<file path="src/dbg_cfg.svh">
`ifndef DBG_CFG_SVH
`define DBG_CFG_SVH

// Register offsets inside the 1 kB register space
`define OFS_CTL1 10'h020
`define OFS_STATUS 10'h021
`define OFS_TRC_CTL 10'h022
`define OFS_CTL2 10'h023
`define OFS_TB_HIGH 10'h024
`define OFS_TB_LOW 10'h025
`define OFS_COUNT 10'h026
`define OFS_SEQ_FLAGS 10'h027
`define OFS_CMP_CTL 10'h028
`define OFS_CMP_AH 10'h029
`define OFS_CMP_AM 10'h02A
`define OFS_CMP_AL 10'h02B
`define OFS_CMP_DH 10'h02C
`define OFS_CMP_DL 10'h02D
`define OFS_CMP_MH 10'h02E
`define OFS_CMP_ML 10'h02F

// Control one fields
`define C1_ARM 7
`define C1_IMMEDIATE_TRIGGER 6
`define C1_BDM 4
`define C1_BRK 3
`define C1_BANK 1:0

// Trace control and control two fields
`define TC_SOURCE 6
`define TC_MODE 3:2
`define TC_ALIGN 0
`define C2_PAIR 1:0

// Status, count and sequencer flag fields
`define SR_FULL 7
`define SR_STATE 2:0
`define CNT_FIELD 5:0
`define SEQ_ADV 2:0
`define SEQ_JUMP 3

// Comparator control fields
`define CC_SIZE_EN 7
`define CC_SIZE 6
`define CC_TAG 5
`define CC_BRK 4
`define CC_DIR 3
`define CC_DIR_EN 2
`define CC_NDB 1
`define CC_EN 0
`define CC_MASK_B 8'hFD
`define CC_MASK_C 8'h3D

// Encodings
`define BANK_NONE 2'h3
`define PAIR_INSIDE 2'h1
`define PAIR_OUTSIDE 2'h2
`define TRC_NORMAL 2'h0
`define TRC_LOOP 2'h1
`define TRC_DETAIL 2'h2
`define TRC_PURE_PC 2'h3
`define SSF_IDLE 3'h0
`define SSF_ONE 3'h1
`define SSF_TWO 3'h2
`define SSF_THREE 3'h3
`define SSF_FINAL 3'h4

// Reset values
`define RST_BYTE 8'h00
`define RST_ADDR 18'h0_0000
`define RST_WORD 16'h0000
`define RST_MASK 16'h0000

// Trace store size
`define TB_DEPTH 7'h40
`define TB_ONE 7'h01
`define TB_TWO 7'h02
`define TB_EMPTY 7'h00

`endif

</file>
<file path="src/dbg_pkg.sv">
package dbg_pkg;
   typedef struct packed {
      logic valid;
      logic rd;
      logic byte_sz;
      logic free;
      logic opfetch;
      logic [17:0] addr;
      logic [15:0] data;
   } bus_cycle_t;

   typedef struct packed {
      logic change_of_flow;
      logic exec;
      logic [17:0] pc;
   } flow_t;

   typedef struct packed {
      logic bdm_enable;
      logic bdm_active;
      logic bdm_hw_access;
      logic secure;
   } sys_mode_t;

   typedef struct packed {
      logic wr;
      logic rd;
      logic [9:0] addr;
      logic [7:0] wdata;
   } reg_req_t;

   typedef enum logic [2:0] {st_idle, st_one, st_two, st_three, st_final} seq_state_t;
endpackage

</file>
<file path="src/addr_comparator.sv">
`include "dbg_cfg.svh"
module addr_comparator import dbg_pkg::*; #(
   parameter bit HAS_DATA = 1'b0,
   parameter bit HAS_SIZE = 1'b0
) (
   input wire logic [7:0] ctl,
   input wire logic [17:0] cmp_addr,
   input wire logic [15:0] cmp_data,
   input wire logic [15:0] cmp_mask,
   input wire bus_cycle_t bus,
   output logic qual,
   output logic simple_hit
);
   logic dir_ok;
   logic size_ok;
   logic data_ok;

   assign dir_ok = !ctl[`CC_DIR_EN] || (bus.rd == ctl[`CC_DIR]);
   assign size_ok = !HAS_SIZE || !ctl[`CC_SIZE_EN] || (bus.byte_sz == ctl[`CC_SIZE]);
   // Mask bit set means that data bit takes part; NOT_DATA_BUS inverts the sense
   assign data_ok = !HAS_DATA || ((((bus.data ^ cmp_data) & cmp_mask) == `RST_WORD) ^ ctl[`CC_NDB]);
   assign qual = bus.valid && ctl[`CC_EN] && dir_ok && size_ok;
   assign simple_hit = qual && (bus.addr == cmp_addr) && data_ok;
endmodule // addr_comparator

</file>
<file path="src/trace_store.sv">
`include "dbg_cfg.svh"
module trace_store (
   input wire logic clk,
   input wire logic sys_rst,
   input wire logic clear,
   input wire logic wr,
   input wire logic wr_two,
   input wire logic wrap,
   input wire logic [15:0] wd_a,
   input wire logic [15:0] wd_b,
   input wire logic pop,
   output logic [15:0] rd_word,
   output logic [6:0] count,
   output logic full
);
   logic [15:0] mem [64];
   logic [5:0] wp_r;
   logic [6:0] cnt_r;
   logic [6:0] add;
   logic room;
   logic do_wr;
   logic [7:0] sum;

   assign add = wr_two ? `TB_TWO : `TB_ONE;
   // Begin-aligned capture stops when full; end-aligned keeps the newest words
   assign room = wrap || ({1'b0, cnt_r} + {1'b0, add}) <= {1'b0, `TB_DEPTH};
   assign do_wr = wr && room;
   assign sum = {1'b0, cnt_r} + {1'b0, (do_wr ? add : `TB_EMPTY)} - {7'h00, (pop && cnt_r != `TB_EMPTY)};
   assign count = cnt_r;
   assign full = (cnt_r == `TB_DEPTH);
   // Oldest word first
   assign rd_word = mem[wp_r - cnt_r[5:0]];

   always_ff @(posedge clk) begin
      if (do_wr) begin
         mem[wp_r] <= wd_a;
         if (wr_two) begin
            mem[wp_r + 6'h01] <= wd_b;
         end
      end
   end

   always_ff @(posedge clk) begin
      if (sys_rst || clear) begin
         wp_r <= 6'h00;
         cnt_r <= `TB_EMPTY;
      end else begin
         if (do_wr) begin
            wp_r <= wp_r + add[5:0];
         end
         cnt_r <= (sum > {1'b0, `TB_DEPTH}) ? `TB_DEPTH : sum[6:0];
      end
   end
endmodule // trace_store

</file>
<file path="src/dbg_monitor.sv">
`include "dbg_cfg.svh"
module dbg_monitor import dbg_pkg::*; (
   input wire logic clk,
   input wire logic sys_rst,
   input wire reg_req_t reg_req,
   output logic [7:0] reg_rdata,
   input wire bus_cycle_t bus,
   input wire flow_t flow,
   input wire logic instr_boundary,
   input wire logic [2:0] tag_exec,
   input wire sys_mode_t mode,
   output logic [2:0] tag_mark,
   output logic brk_bdm_req,
   output logic brk_swi_req,
   output logic armed
);
   logic arm_r;
   logic bdm_sel_r;
   logic brk_en_r;
   logic [1:0] bank_r;
   logic trace_source_enable_r;
   logic [1:0] trace_mode_select_r;
   logic trace_alignment_r;
   logic [1:0] pair_r;
   logic [3:0] scr_r [3];
   logic [7:0] ctl_r [3];
   logic [17:0] addr_r [3];
   logic [15:0] data_r;
   logic [15:0] mask_r;
   logic [2:0] mflags_r;
   logic [2:0] force_pend_r;
   logic [2:0] tag_mark_r;
   logic [17:0] last_pc_r;
   logic last_valid_r;
   logic brk_bdm_r;
   logic brk_swi_r;
   logic [7:0] rdata_r;
   logic [7:0] rd_nxt;
   seq_state_t state_r;
   seq_state_t state_nxt;

   logic wr_c1;
   logic wr_cfg;
   logic arm_rise;
   logic immediate_trigger_req;
   logic mon_en;
   logic trace_en;
   logic trace_alignment_begin;
   logic [2:0] qual;
   logic [2:0] simple_hit;
   logic [2:0] raw;
   logic [2:0] hit_evt;
   logic [3:0] cur_scr;
   logic adv;
   logic jump;
   logic session_end;
   logic cap_en;
   logic tb_wr;
   logic tb_two;
   logic [15:0] tb_a;
   logic [15:0] tb_b;
   logic tb_pop;
   logic [15:0] tb_word;
   logic [6:0] tb_count;
   logic tb_full;
   logic [2:0] ssf;
   logic bank_ok;

   assign wr_c1 = reg_req.wr && reg_req.addr == `OFS_CTL1;
   assign wr_cfg = reg_req.wr && !arm_r;
   assign arm_rise = wr_c1 && reg_req.wdata[`C1_ARM] && !arm_r;
   // Trigger only makes sense in a live session or in the write that arms it
   assign immediate_trigger_req = wr_c1 && reg_req.wdata[`C1_IMMEDIATE_TRIGGER] && (arm_r || reg_req.wdata[`C1_ARM]);
   assign mon_en = !mode.bdm_active && !mode.bdm_hw_access;
   assign trace_en = trace_source_enable_r && !mode.secure;
   assign trace_alignment_begin = trace_alignment_r;
   assign bank_ok = bank_r != `BANK_NONE;

   addr_comparator #(.HAS_DATA(1'b1), .HAS_SIZE(1'b0)) u_cmp_a (
      .ctl(ctl_r[0]),
      .cmp_addr(addr_r[0]),
      .cmp_data(data_r),
      .cmp_mask(mask_r),
      .bus(bus),
      .qual(qual[0]),
      .simple_hit(simple_hit[0])
   );

   addr_comparator #(.HAS_DATA(1'b0), .HAS_SIZE(1'b1)) u_cmp_b (
      .ctl(ctl_r[1]),
      .cmp_addr(addr_r[1]),
      .cmp_data(data_r),
      .cmp_mask(mask_r),
      .bus(bus),
      .qual(qual[1]),
      .simple_hit(simple_hit[1])
   );

   addr_comparator #(.HAS_DATA(1'b0), .HAS_SIZE(1'b0)) u_cmp_c (
      .ctl(ctl_r[2]),
      .cmp_addr(addr_r[2]),
      .cmp_data(data_r),
      .cmp_mask(mask_r),
      .bus(bus),
      .qual(qual[2]),
      .simple_hit(simple_hit[2])
   );

   // In range modes A holds the lower bound and B the upper; the pair reports as A
   always_comb begin
      raw = simple_hit;
      if (pair_r == `PAIR_INSIDE) begin
         raw[0] = qual[0] && bus.addr > addr_r[0] && bus.addr < addr_r[1];
         raw[1] = 1'b0;
      end else if (pair_r == `PAIR_OUTSIDE) begin
         raw[0] = qual[0] && (bus.addr < addr_r[0] || bus.addr > addr_r[1]);
         raw[1] = 1'b0;
      end
      raw = raw & {3{arm_r && mon_en}};
   end

   always_comb begin
      for (int i = 0; i < 3; i++) begin
         if (ctl_r[i][`CC_TAG]) begin
            hit_evt[i] = arm_r && mon_en && tag_exec[i];
         end else begin
            hit_evt[i] = force_pend_r[i] && instr_boundary;
         end
      end
   end

   // A match seen in a boundary cycle waits for the following boundary
   always_ff @(posedge clk) begin
      if (sys_rst || arm_rise) begin
         force_pend_r <= 3'h0;
         tag_mark_r <= 3'h0;
         mflags_r <= 3'h0;
      end else begin
         for (int i = 0; i < 3; i++) begin
            force_pend_r[i] <= (raw[i] && !ctl_r[i][`CC_TAG]) || (force_pend_r[i] && !instr_boundary);
            tag_mark_r[i] <= raw[i] && ctl_r[i][`CC_TAG] && bus.opfetch;
         end
         mflags_r <= mflags_r | hit_evt;
      end
   end

   always_comb begin
      unique case (state_r)
         st_one: cur_scr = scr_r[0];
         st_two: cur_scr = scr_r[1];
         st_three: cur_scr = scr_r[2];
         default: cur_scr = 4'h0;
      endcase
   end

   assign adv = |(hit_evt & cur_scr[`SEQ_ADV]);
   assign jump = adv && cur_scr[`SEQ_JUMP];
   // Begin alignment runs until full; end alignment or no tracing ends at once
   assign session_end = state_r == st_final && (!trace_en || !trace_alignment_begin || tb_full);

   always_comb begin
      state_nxt = state_r;
      if (wr_c1 && !reg_req.wdata[`C1_ARM] && !reg_req.wdata[`C1_IMMEDIATE_TRIGGER]) begin
         state_nxt = st_idle;
      end else if (arm_rise && !reg_req.wdata[`C1_IMMEDIATE_TRIGGER]) begin
         state_nxt = st_one;
      end else if (immediate_trigger_req && !(state_r == st_final && trace_alignment_begin && trace_en)) begin
         state_nxt = st_final;
      end else if (|(hit_evt & {ctl_r[2][`CC_BRK], ctl_r[1][`CC_BRK], ctl_r[0][`CC_BRK]}) && state_r != st_idle) begin
         state_nxt = st_final;
      end else begin
         unique case (state_r)
            st_idle: state_nxt = st_idle;
            st_one: state_nxt = jump ? st_final : (adv ? st_two : st_one);
            st_two: state_nxt = jump ? st_final : (adv ? st_three : st_two);
            st_three: state_nxt = adv ? st_final : st_three;
            st_final: state_nxt = session_end ? st_idle : st_final;
         endcase
      end
   end

   // Background mode entry has no path into the arm bit, so a session survives it
   always_ff @(posedge clk) begin
      if (sys_rst) begin
         state_r <= st_idle;
         arm_r <= 1'b0;
      end else begin
         state_r <= state_nxt;
         if (wr_c1) begin
            arm_r <= reg_req.wdata[`C1_ARM];
         end else if (session_end) begin
            arm_r <= 1'b0;
         end
      end
   end

   // Breakpoint type falls back to software interrupt without background debug
   always_ff @(posedge clk) begin
      if (sys_rst) begin
         brk_bdm_r <= 1'b0;
         brk_swi_r <= 1'b0;
      end else begin
         brk_bdm_r <= session_end && brk_en_r && !mode.bdm_active && bdm_sel_r && mode.bdm_enable;
         brk_swi_r <= session_end && brk_en_r && !mode.bdm_active && !(bdm_sel_r && mode.bdm_enable);
      end
   end

   // Trace capture; each entry is one 16-bit word (two in detail mode), so address bits 17:16 are dropped
   always_comb begin
      cap_en = arm_r && trace_en && mon_en
         && (trace_alignment_begin ? state_r == st_final : (state_r != st_idle && state_r != st_final));
      tb_wr = 1'b0;
      tb_two = 1'b0;
      tb_a = flow.pc[15:0];
      tb_b = bus.data;
      unique case (trace_mode_select_r)
         `TRC_NORMAL: tb_wr = flow.change_of_flow;
         `TRC_LOOP: tb_wr = flow.change_of_flow && !(last_valid_r && flow.pc == last_pc_r);
         `TRC_DETAIL: begin
            tb_wr = bus.valid && !bus.free && !bus.opfetch;
            tb_two = 1'b1;
            tb_a = bus.addr[15:0];
         end
         `TRC_PURE_PC: tb_wr = flow.exec;
      endcase
      tb_wr = tb_wr && cap_en;
   end

   always_ff @(posedge clk) begin
      if (sys_rst || arm_rise) begin
         last_pc_r <= `RST_ADDR;
         last_valid_r <= 1'b0;
      end else if (tb_wr && !tb_two) begin
         last_pc_r <= flow.pc;
         last_valid_r <= 1'b1;
      end
   end

   assign tb_pop = reg_req.rd && reg_req.addr == `OFS_TB_LOW && !arm_r;

   trace_store u_store (
      .clk(clk),
      .sys_rst(sys_rst),
      .clear(arm_rise),
      .wr(tb_wr),
      .wr_two(tb_two),
      .wrap(!trace_alignment_begin),
      .wd_a(tb_a),
      .wd_b(tb_b),
      .pop(tb_pop),
      .rd_word(tb_word),
      .count(tb_count),
      .full(tb_full)
   );

   // Configuration registers
   always_ff @(posedge clk) begin
      if (sys_rst) begin
         bdm_sel_r <= 1'b0;
         brk_en_r <= 1'b0;
         bank_r <= 2'h0;
         trace_source_enable_r <= 1'b0;
         trace_mode_select_r <= `TRC_NORMAL;
         trace_alignment_r <= 1'b0;
         pair_r <= 2'h0;
         data_r <= `RST_WORD;
         mask_r <= `RST_MASK;
         for (int i = 0; i < 3; i++) begin
            scr_r[i] <= 4'h0;
            ctl_r[i] <= `RST_BYTE;
            addr_r[i] <= `RST_ADDR;
         end
      end else begin
         if (wr_c1) begin
            bank_r <= reg_req.wdata[`C1_BANK];
         end
         if (wr_cfg) begin
            unique case (reg_req.addr)
               `OFS_CTL1: begin
                  bdm_sel_r <= reg_req.wdata[`C1_BDM];
                  brk_en_r <= reg_req.wdata[`C1_BRK];
               end
               `OFS_TRC_CTL: begin
                  trace_source_enable_r <= reg_req.wdata[`TC_SOURCE];
                  trace_mode_select_r <= reg_req.wdata[`TC_MODE];
                  trace_alignment_r <= reg_req.wdata[`TC_ALIGN];
               end
               `OFS_CTL2: pair_r <= reg_req.wdata[`C2_PAIR];
               `OFS_SEQ_FLAGS: if (bank_ok) scr_r[bank_r] <= reg_req.wdata[3:0];
               `OFS_CMP_CTL: begin
                  if (bank_r == 2'h0) ctl_r[0] <= reg_req.wdata;
                  if (bank_r == 2'h1) ctl_r[1] <= reg_req.wdata & `CC_MASK_B;
                  if (bank_r == 2'h2) ctl_r[2] <= reg_req.wdata & `CC_MASK_C;
               end
               `OFS_CMP_AH: if (bank_ok) addr_r[bank_r][17:16] <= reg_req.wdata[1:0];
               `OFS_CMP_AM: if (bank_ok) addr_r[bank_r][15:8] <= reg_req.wdata;
               `OFS_CMP_AL: if (bank_ok) addr_r[bank_r][7:0] <= reg_req.wdata;
               `OFS_CMP_DH: if (bank_r == 2'h0) data_r[15:8] <= reg_req.wdata;
               `OFS_CMP_DL: if (bank_r == 2'h0) data_r[7:0] <= reg_req.wdata;
               `OFS_CMP_MH: if (bank_r == 2'h0) mask_r[15:8] <= reg_req.wdata;
               `OFS_CMP_ML: if (bank_r == 2'h0) mask_r[7:0] <= reg_req.wdata;
               default: ;
            endcase
         end
      end
   end

   always_comb begin
      unique case (state_r)
         st_idle: ssf = `SSF_IDLE;
         st_one: ssf = `SSF_ONE;
         st_two: ssf = `SSF_TWO;
         st_three: ssf = `SSF_THREE;
         st_final: ssf = `SSF_FINAL;
         default: ssf = `SSF_IDLE;
      endcase
   end

   // Read mux; trigger bit and unmapped bytes read zero
   always_comb begin
      rd_nxt = `RST_BYTE;
      unique case (reg_req.addr)
         `OFS_CTL1: begin
            rd_nxt[`C1_ARM] = arm_r;
            rd_nxt[`C1_BDM] = bdm_sel_r;
            rd_nxt[`C1_BRK] = brk_en_r;
            rd_nxt[`C1_BANK] = bank_r;
         end
         `OFS_STATUS: begin
            rd_nxt[`SR_FULL] = tb_full;
            rd_nxt[`SR_STATE] = ssf;
         end
         `OFS_TRC_CTL: begin
            rd_nxt[`TC_SOURCE] = trace_source_enable_r;
            rd_nxt[`TC_MODE] = trace_mode_select_r;
            rd_nxt[`TC_ALIGN] = trace_alignment_r;
         end
         `OFS_CTL2: rd_nxt[`C2_PAIR] = pair_r;
         `OFS_TB_HIGH: rd_nxt = arm_r ? `RST_BYTE : tb_word[15:8];
         `OFS_TB_LOW: rd_nxt = arm_r ? `RST_BYTE : tb_word[7:0];
         `OFS_COUNT: begin
            rd_nxt[`SR_FULL] = tb_full;
            rd_nxt[`CNT_FIELD] = tb_count[5:0];
         end
         `OFS_SEQ_FLAGS: rd_nxt = bank_ok ? {4'h0, scr_r[bank_r]} : {5'h00, mflags_r};
         `OFS_CMP_CTL: rd_nxt = bank_ok ? ctl_r[bank_r] : `RST_BYTE;
         `OFS_CMP_AH: rd_nxt = bank_ok ? {6'h00, addr_r[bank_r][17:16]} : `RST_BYTE;
         `OFS_CMP_AM: rd_nxt = bank_ok ? addr_r[bank_r][15:8] : `RST_BYTE;
         `OFS_CMP_AL: rd_nxt = bank_ok ? addr_r[bank_r][7:0] : `RST_BYTE;
         `OFS_CMP_DH: rd_nxt = (bank_r == 2'h0) ? data_r[15:8] : `RST_BYTE;
         `OFS_CMP_DL: rd_nxt = (bank_r == 2'h0) ? data_r[7:0] : `RST_BYTE;
         `OFS_CMP_MH: rd_nxt = (bank_r == 2'h0) ? mask_r[15:8] : `RST_BYTE;
         `OFS_CMP_ML: rd_nxt = (bank_r == 2'h0) ? mask_r[7:0] : `RST_BYTE;
         default: rd_nxt = `RST_BYTE;
      endcase
   end

   always_ff @(posedge clk) begin
      if (sys_rst) begin
         rdata_r <= `RST_BYTE;
      end else if (reg_req.rd) begin
         rdata_r <= rd_nxt;
      end
   end

   assign reg_rdata = rdata_r;
   assign tag_mark = tag_mark_r;
   assign brk_bdm_req = brk_bdm_r;
   assign brk_swi_req = brk_swi_r;
   assign armed = arm_r;
endmodule // dbg_monitor

</file>
<file path="config.mk">
export PLATFORM = sky130hd
export DESIGN_NAME = dbg_monitor
export DESIGN_NICKNAME = d
export VERILOG_FILES = /design/src/dbg_pkg.sv /design/src/addr_comparator.sv /design/src/trace_store.sv /design/src/dbg_monitor.sv
export VERILOG_INCLUDE_DIRS = /design/src
export SDC_FILE = /design/constraint.sdc
export NUM_CORES = 2
export LEC_CHECK = 0
export ABC_AREA = 0
export BUFFER_PORTS_ARGS = -buffer_cell sky130_fd_sc_hd__buf_2
export CELL_PAD_IN_SITES_DETAIL_PLACEMENT = 1
export CELL_PAD_IN_SITES_GLOBAL_PLACEMENT = 1
export CORE_ASPECT_RATIO = 0.5
export CORE_MARGIN = 1
export CORE_UTILIZATION = 40
export CTS_CLUSTER_DIAMETER = 200
export DETAILED_ROUTE_END_ITERATION = 7
export GPL_ROUTABILITY_DRIVEN = 0
export PLACE_DENSITY_LB_ADDON = 0.2
export SLEW_MARGIN = 5
export SYNTH_ARGS = -nofsm -noshare
export SYNTH_HDL_FRONTEND = slang
export SYNTH_SLANG_ARGS = --single-unit
</file>
<file path="constraint.sdc">
create_clock -name clk -period 5.75 [get_ports clk]
set_input_delay 1.725 -clock clk [delete_from_list [all_inputs] [get_ports clk]]
set_output_delay 1.725 -clock clk [all_outputs]
set_load 0.005 [all_outputs]
</file>
## Yosys cells after proc, flatten, opt, wreduce, memory -nomap -nowiden

Memory sizes are Yosys's and may differ from the RTL's. A register that Yosys moved wholly into a read port is not among the register bits.
Index checks and enable logic that the tools add are counted.

| operators by class | value |
|---|---|
| add/sub/neg operators | 6 |
| magnitude comparators | 6 |
| equal/unequal tests | 38 |
| mux-type cells | 99 |
| bitwise operators | 10 |
| reduce and logical (&&, ||, !) cells | 128 |

Operators by type and width:

| operator | count |
|---|---|
| $eq A10 B6 Y1 const B | 16 |
| $mux W8 | 12 |
| $eq A18 B18 Y1 | 4 |
| $logic_and A1 B1 Y1 | 70 |
| $mux W1 | 49 |
| $gt A18 B18 Y1 | 2 |
| $lt A18 B18 Y1 | 2 |
| $pmux W1 S14 | 2 |
| $mux W2 | 13 |
| $pmux W1 S13 | 2 |
| $pmux W1 S12 | 2 |
| $logic_not A1 Y1 | 22 |
| $mux W3 | 7 |
| $mux W18 | 1 |
| $reduce_or A18 Y1 | 1 |
| $add A7 B7 Y8 | 2 |
| $and A16 B16 Y16 | 1 |
| $logic_not A16 Y1 | 1 |
| $mux W16 | 1 |
| $pmux W1 S16 | 1 |
| $xor A16 B16 Y16 | 1 |
| $pmux W1 S15 | 1 |
| $pmux W3 S5 | 1 |
| $mux W7 | 2 |
| 35 further kinds | 71 |

| word-level totals | value |
|---|---|
| flip-flop bits (word level) | 97 |
| RAM bits | 1114 |
| input bits | 89 |
| output and inout bits | 14 |
| word-level logic and storage cells | 317 |
| memories | 4 |

Memory list:

| name | depth | bits a word | rd ports | clocked after memory_dff | write ports | RTL line | source |
|---|---|---|---|---|---|---|---|
| u_store.mem | 64 | 16 | 1 | 0 | 2 | trace_store.sv:16 | `logic [15:0] mem [64];` |
| addr_r | 3 | 18 | 4 | 1 | 3 | dbg_monitor.sv:27 | `logic [17:0] addr_r [3];` |
| ctl_r | 3 | 8 | 4 | 1 | 3 | dbg_monitor.sv:26 | `logic [7:0] ctl_r [3];` |
| scr_r | 3 | 4 | 4 | 1 | 3 | dbg_monitor.sv:25 | `logic [3:0] scr_r [3];` |

## Depth between registers and ports, before layout

| depth | value |
|---|---|
| word-level depth | 13 |
| depth in mapped cells | 23 |
| gate-level depth less buffers | 21 |

## Hierarchy

From an unflattened synthesis, not the netlist that was laid out.

| second synthesis, totals | value |
|---|---|
| cell total of the unflattened synthesis | 4645 |
| area, all modules | 66257.3 µm² |

Modules (own cells, without submodules):

| module | instances | cells each | area each (µm²) | sequential area each (µm²) |
|---|---|---|---|---|
| trace_store | 1 | 3506 | 54930.2 | 31009.7 |
| dbg_monitor | 1 | 1028 | 10402.5 | 4964.8 |
| addr_comparator at u_cmp_a | 1 | 56 | 449.2 | 0.0 |
| addr_comparator at u_cmp_b | 1 | 28 | 237.7 | 0.0 |
| addr_comparator at u_cmp_c | 1 | 27 | 237.7 | 0.0 |

## Worst setup path after synthesis

Ideal clock, no wire load.

| path | value |
|---|---|
| path kind | input -> register |
| start point | input port reg_req[15] (netlist name) |
| end point | register u_store.cnt_r[0], in the netlist u_store.count[0] |
| setup time | 123 ps |
| arrival | 5424 ps |
| required time | 5627 ps |
| setup slack | 203 ps |
| stages | 19 |
| buffers on the path | 2 |
| cells stage by stage | or4_1 clkbuf_1 nor2_1 clkbuf_1 nand4_1 nor3_1 ha_1 inv_1 ha_1 inv_1 fa_1 nand2b_1 a21oi_1 o21ai_0 a21oi_1 nor2_1 xor2_1 o211ai_1 nor2_1 |

| on the way | value |
|---|---|
| longest elaborated chain between the ends | 7 |
| elaborated cells between the ends (all ways) | 12 |
| classes of those cells | add/sub (1); order compare (1); eq/ne (2); reduce/logical (8) |

Ends and longest elaborated chain:

| item | RTL line | source |
|---|---|---|
| from (decl) | dbg_monitor.sv:5 | `input wire reg_req_t reg_req,` |
| $eq A10 B6 Y1 | -- |  |
| $logic_and A1 B1 Y1 (no source line) | -- |  |
| $logic_and A1 B1 Y1 | dbg_monitor.sv:239 | `` assign tb_pop = reg_req.rd && reg_req.addr == `OFS_TB_LOW && !arm_r; `` |
| $logic_and A1 B1 Y1 (no source line) | -- |  |
| $sub A8 B1 Y8 | trace_store.sv:28 | `` assign sum = {1'b0, cnt_r} + {1'b0, (do_wr ? add : `TB_EMPTY)} - {7'h00, (pop && cnt_r != `TB_EMPTY)}; `` |
| $gt A8 B7 Y1 | trace_store.sv:51 | `` cnt_r <= (sum > {1'b0, `TB_DEPTH}) ? `TB_DEPTH : sum[6:0]; `` |
| $reduce_or A2 Y1 (no source line) | -- |  |
| to (signal assigned) | trace_store.sv:46 | `` cnt_r <= `TB_EMPTY; `` |
| to (signal assigned) | trace_store.sv:51 |  |
| to (decl) | trace_store.sv:18 | `logic [6:0] cnt_r;` |

Several ways; a longest one is shown, not always the timed one.
A chain may end at the register's enable or synchronous reset.

## Worst setup path after layout

| path | value |
|---|---|
| start point | register u_store.cnt_r[0], in the netlist u_store.count[0] |
| end point | register rdata_r[4], in the netlist reg_rdata[4] |

| on the way | value |
|---|---|
| longest elaborated chain between the ends | 4 |
| elaborated cells between the ends (all ways) | 5 |
| classes of those cells | add/sub (1); mux (3); memory (1) |

Ends and longest elaborated chain:

| item | RTL line | source |
|---|---|---|
| $sub A6 B6 Y6 * | trace_store.sv:32 | `assign rd_word = mem[wp_r - cnt_r[5:0]];` |
| $mem_v2 Z64 W16 * | -- |  |
| $mux W8 (on tied branches) | dbg_monitor.sv:340, dbg_monitor.sv:339 |  |
| $pmux W1 S13 * | dbg_monitor.sv:322 | `unique case (reg_req.addr)` |
| to (signal assigned) | dbg_monitor.sv:360 | `` rdata_r <= `RST_BYTE; `` |
| to (signal assigned) | dbg_monitor.sv:362 | `rdata_r <= rd_nxt;` |
| to (decl) | dbg_monitor.sv:37 | `logic [7:0] rdata_r;` |

Every way passes the cells marked *; elsewhere a longest branch is shown, timed or not.

==> flow_metrics.py <==
metrics = {
    "power": {
        "p_clk_share_pct": 43.8,
        "power_leakage_nw": 24.31,
        "p_sw_mw": 4.386,
        "irDropWorstVdd_uv": 216.9,
        "p_int_mw": 14.78,
        "seqPwrFrac_pct": 51.2,
        "p_total_mw": 19.17,
        "power_density_nw_per_um2": 272.3,
        "power_frac_comb_pct": 5.0,
        "swShare_pct": 22.88,
    },
    "synth": {
        "ys_warn_count": 0,
        "synthFlopType": "edfxtp_1",
        "synth_top_area_cell": "edfxtp_1",
        "synth_area_leaders": "edfxtp_1, mux4_2, a21oi_1",
        "synth_common_cells": "nor2_1, edfxtp_1, a21oi_1, clkbuf_1, mux4_2",
        "ys_ff_latch": 1231,
        "avgSynthCellArea_um2": 11.38,
        "yosysTopAreaCellShare_pct": 54.06,
        "syn_inst": 5523,
        "synthArstFlopShare_pct": 0,
        "synth.distinct_cells": 80,
        "synth-edff-count": 1132,
        "synthMostInstantiatedCell": "nor2_1",
        "yosysSeqAreaShare_pct": 57.21,
        "synth.cell_area_um2": 62880,
    },
    "setup_path": {
        "path_max_fanout": 22,
        "critPathCaptureType": "register",
        "cp-startpoint": "u_store.count[0]$_SDFF_PP0_",
        "worstSetupPathType": "register to register",
        "r2r_cells": 11,
        "cp-start-kind": "register",
        "r2r_slack_ns": 0.27,
        "arrival_ns": 6.06,
        "r2r-end": "reg_rdata[4]$_SDFFE_PP0P_",
        "required_ns": 6.33,
        "r2r-start": "u_store.count[0]$_SDFF_PP0_",
        "crit_end": "reg_rdata[4]$_SDFFE_PP0P_",
    },
    "routing": {
        "ant_nets": 0,
        "wl_per_cell_um": 30.80,
        "drt-initial-drc-count": 5711,
        "post-route-drc-count": 0,
        "vias": 47500,
        "firstDrtPassIters": 7,
        "postRouteWirelength_um": 235000,
        "viasPerCell": 6.226,
    },
    "sta": {
        "worst_slew_pin_slew_ns": 1.402,
        "maxSlewViolCount": 0,
        "fin_crit_ns": 5.481,
        "period_share_pct": 95.32,
        "setup_viol": 0,
        "tns_ns": 0,
        "relSlewSlack_pct": 6.534,
        "rsz0062_at_grt": "false",
        "max_freq_ghz": 0.1825,
        "finalHoldViolCount": 0,
        "clock_skew_ns": 0.03484,
    },
    "floorplan": {
        "start_util_pct": 40.45,
        "die_h_um": 282.4,
        "core_um2": 155400,
        "ioPinCount": 103,
        "rows": 102,
        "die_w_um": 562.7,
        "die_area_um2": 158900,
    },
    "run": {
        "drv_cap": 0,
    },
    "cells_and_area": {
        "final_area_um2": 70390,
        "synthToLayoutAreaGrowth_pct": 11.94,
        "nets": 5596,
        "layout-drive-gt1-share_pct": 16.94,
    },
    "run_status": {
        "status": "finished clean",
    },
    "clock_network": {
        "clk_pin_slew_worst_paths_ns": 0.07,
        "htreeDepth": 3,
        "cts.sinks": 1231,
        "cts-root-buf": "clkbuf_16",
        "cts_tree": "done",
        "cts-resized-gates": 0,
        "insertion_delay_ns": 0.76,
        "cts_setup_buffers": 0,
        "postCtsHoldBufs": 0,
        "cts_buffer_depth": 3,
        "cts_buffers": 119,
    },
    "place": {
        "placed_cell_area_um2": 66370,
        "hpwl_um": 149300,
        "port-buffer-count": 102,
    },
    "hold_path": {
        "hold_class": "register to register",
    },
    "global_routing": {
        "grt_max_degree": 69,
        "grt_overflow": 0,
        "antenna_found_initial": 10,
        "grt_pass1_wl_um": 334700,
        "grt_use_total_pct": 29.16,
        "first_global_vias": 47370,
    },
}
cells by family after synthesis:
group,after synthesis,synth area share [%]
multiplexers,403,12.65
flip-flops,1231,57.21
buffers and inverters,632,3.920
XOR/XNOR,76,1.071
AND/OR/NAND/NOR,1763,12.30
other,1,0.005964
AO/OA/AOI/OAI,1352,11.53
adder cells (fa/ha/maj),65,1.311
stage by stage:
step,util [%],std cells,hold WS [ns],setup slack (ns)
3_5_place_dp,42.70,7403,0.4677,0.1981
5_1_grt,45.28,7628,0.4982,0.1498
3_3_place_gp,42.70,7403,0.4434,0.2929
4_1_cts,45.28,7628,0.4768,0.4569
2_1_floorplan,-,5544,0.4254,0.2032
6_report,45.28,7629,0.4722,0.2692
how the worst min path moves through the flow:
stage	startpoint	cells past startpoint	end
floorplan	force_pend_r[1]$_SDFF_PP0_	2	force_pend_r[1]$_SDFF_PP0_
global placement	force_pend_r[0]$_SDFF_PP0_	2	force_pend_r[0]$_SDFF_PP0_
finish	mask_r[14]$_SDFFE_PP0P_	2	mask_r[14]$_SDFFE_PP0P_
detailed placement	mask_r[14]$_SDFFE_PP0P_	2	mask_r[14]$_SDFFE_PP0P_
CTS	mask_r[14]$_SDFFE_PP0P_	2	mask_r[14]$_SDFFE_PP0P_
global route	mask_r[14]$_SDFFE_PP0P_	2	mask_r[14]$_SDFFE_PP0P_
sequential cells by signal, indices dropped and copies added (netlist names), 2 cells and up, named ones only:
register and flops:
scr_r 16, u_store.count 7, u_store.mem 1024, bank_r 2, mflags_r 3, force_pend_r 3, mask_r 16, data_r 16
reg_rdata 8, u_store.wp_r 6, addr_r 72, tag_mark 3, last_pc_r 18, pair_r 2, ctl_r 20, trace_mode_select_r 2
state_r 3
critical path: stages (launching register included):
cell and delay [ns]:
dfxtp_1 0.60, ha_4 0.21, inv_1 0.05, fa_4 1.10, buf_4 0.45, mux4_2 0.43, nand2_1 0.10, nand3_1 0.21
nand4_1 0.54, o211ai_1 0.37, a2111oi_0 1.11, nor4_1 0.12
power groups by stage:
stage	Clock, mW	Combinational (mW)	Sequential, mW
global route	8.78	1.01	9.81
CTS	8.46	0.938	9.81
finish	8.40	0.958	9.81
global placement	0	0.888	10.0
detailed placement	0	0.933	10.0
floorplan	0	0.524	10.0
layout by cell type (no fill, tap or decap), drive strengths merged, types with 6 or more instances in the layout:
cell type and count:
ha 61, a31oi 6, a21oi 1099, and3 15, xor2 45, dfxtp 99, or3 7, nand4 87
edfxtp 1132, nand3 71, o211ai 8, xnor2 31, a211oi 18, o21ai 99, or4 6, clkbuf 145
a22oi 16, nand3b 9, a2111oi 9, nor4 23, buf 347, o22ai 13, clkinv 55, a22o 15
nor3 24, and2 84, nand2b 14, conb 22, mux2i 85, nand2 181, a21o 12, nor2b 17
inv 67, bufinv 20, a221oi 12, mux4 313, nor2 1190, or2 20
final cells by class:
cell class	instances	area (µm²)
Multi-Input combinational cell	3681	24920
Timing Repair Buffer	347	2628
Sequential cell	1231	35980
Tap cell	2080	2603
Clock inverter	80	899.6
Inverter	64	240.2
Fill cell	16400	85060
Antenna cell	1	2.502
Clock buffer	145	3117
routing by layer:
layer / wire length [µm] / track usage, %
met5: 118 / 0
met4: 7328 / 8.981
met3: 20690 / 5.790
met2: 107700 / 46.53
met1: 99180 / 40.27
(Power assumes the default switching activity.)
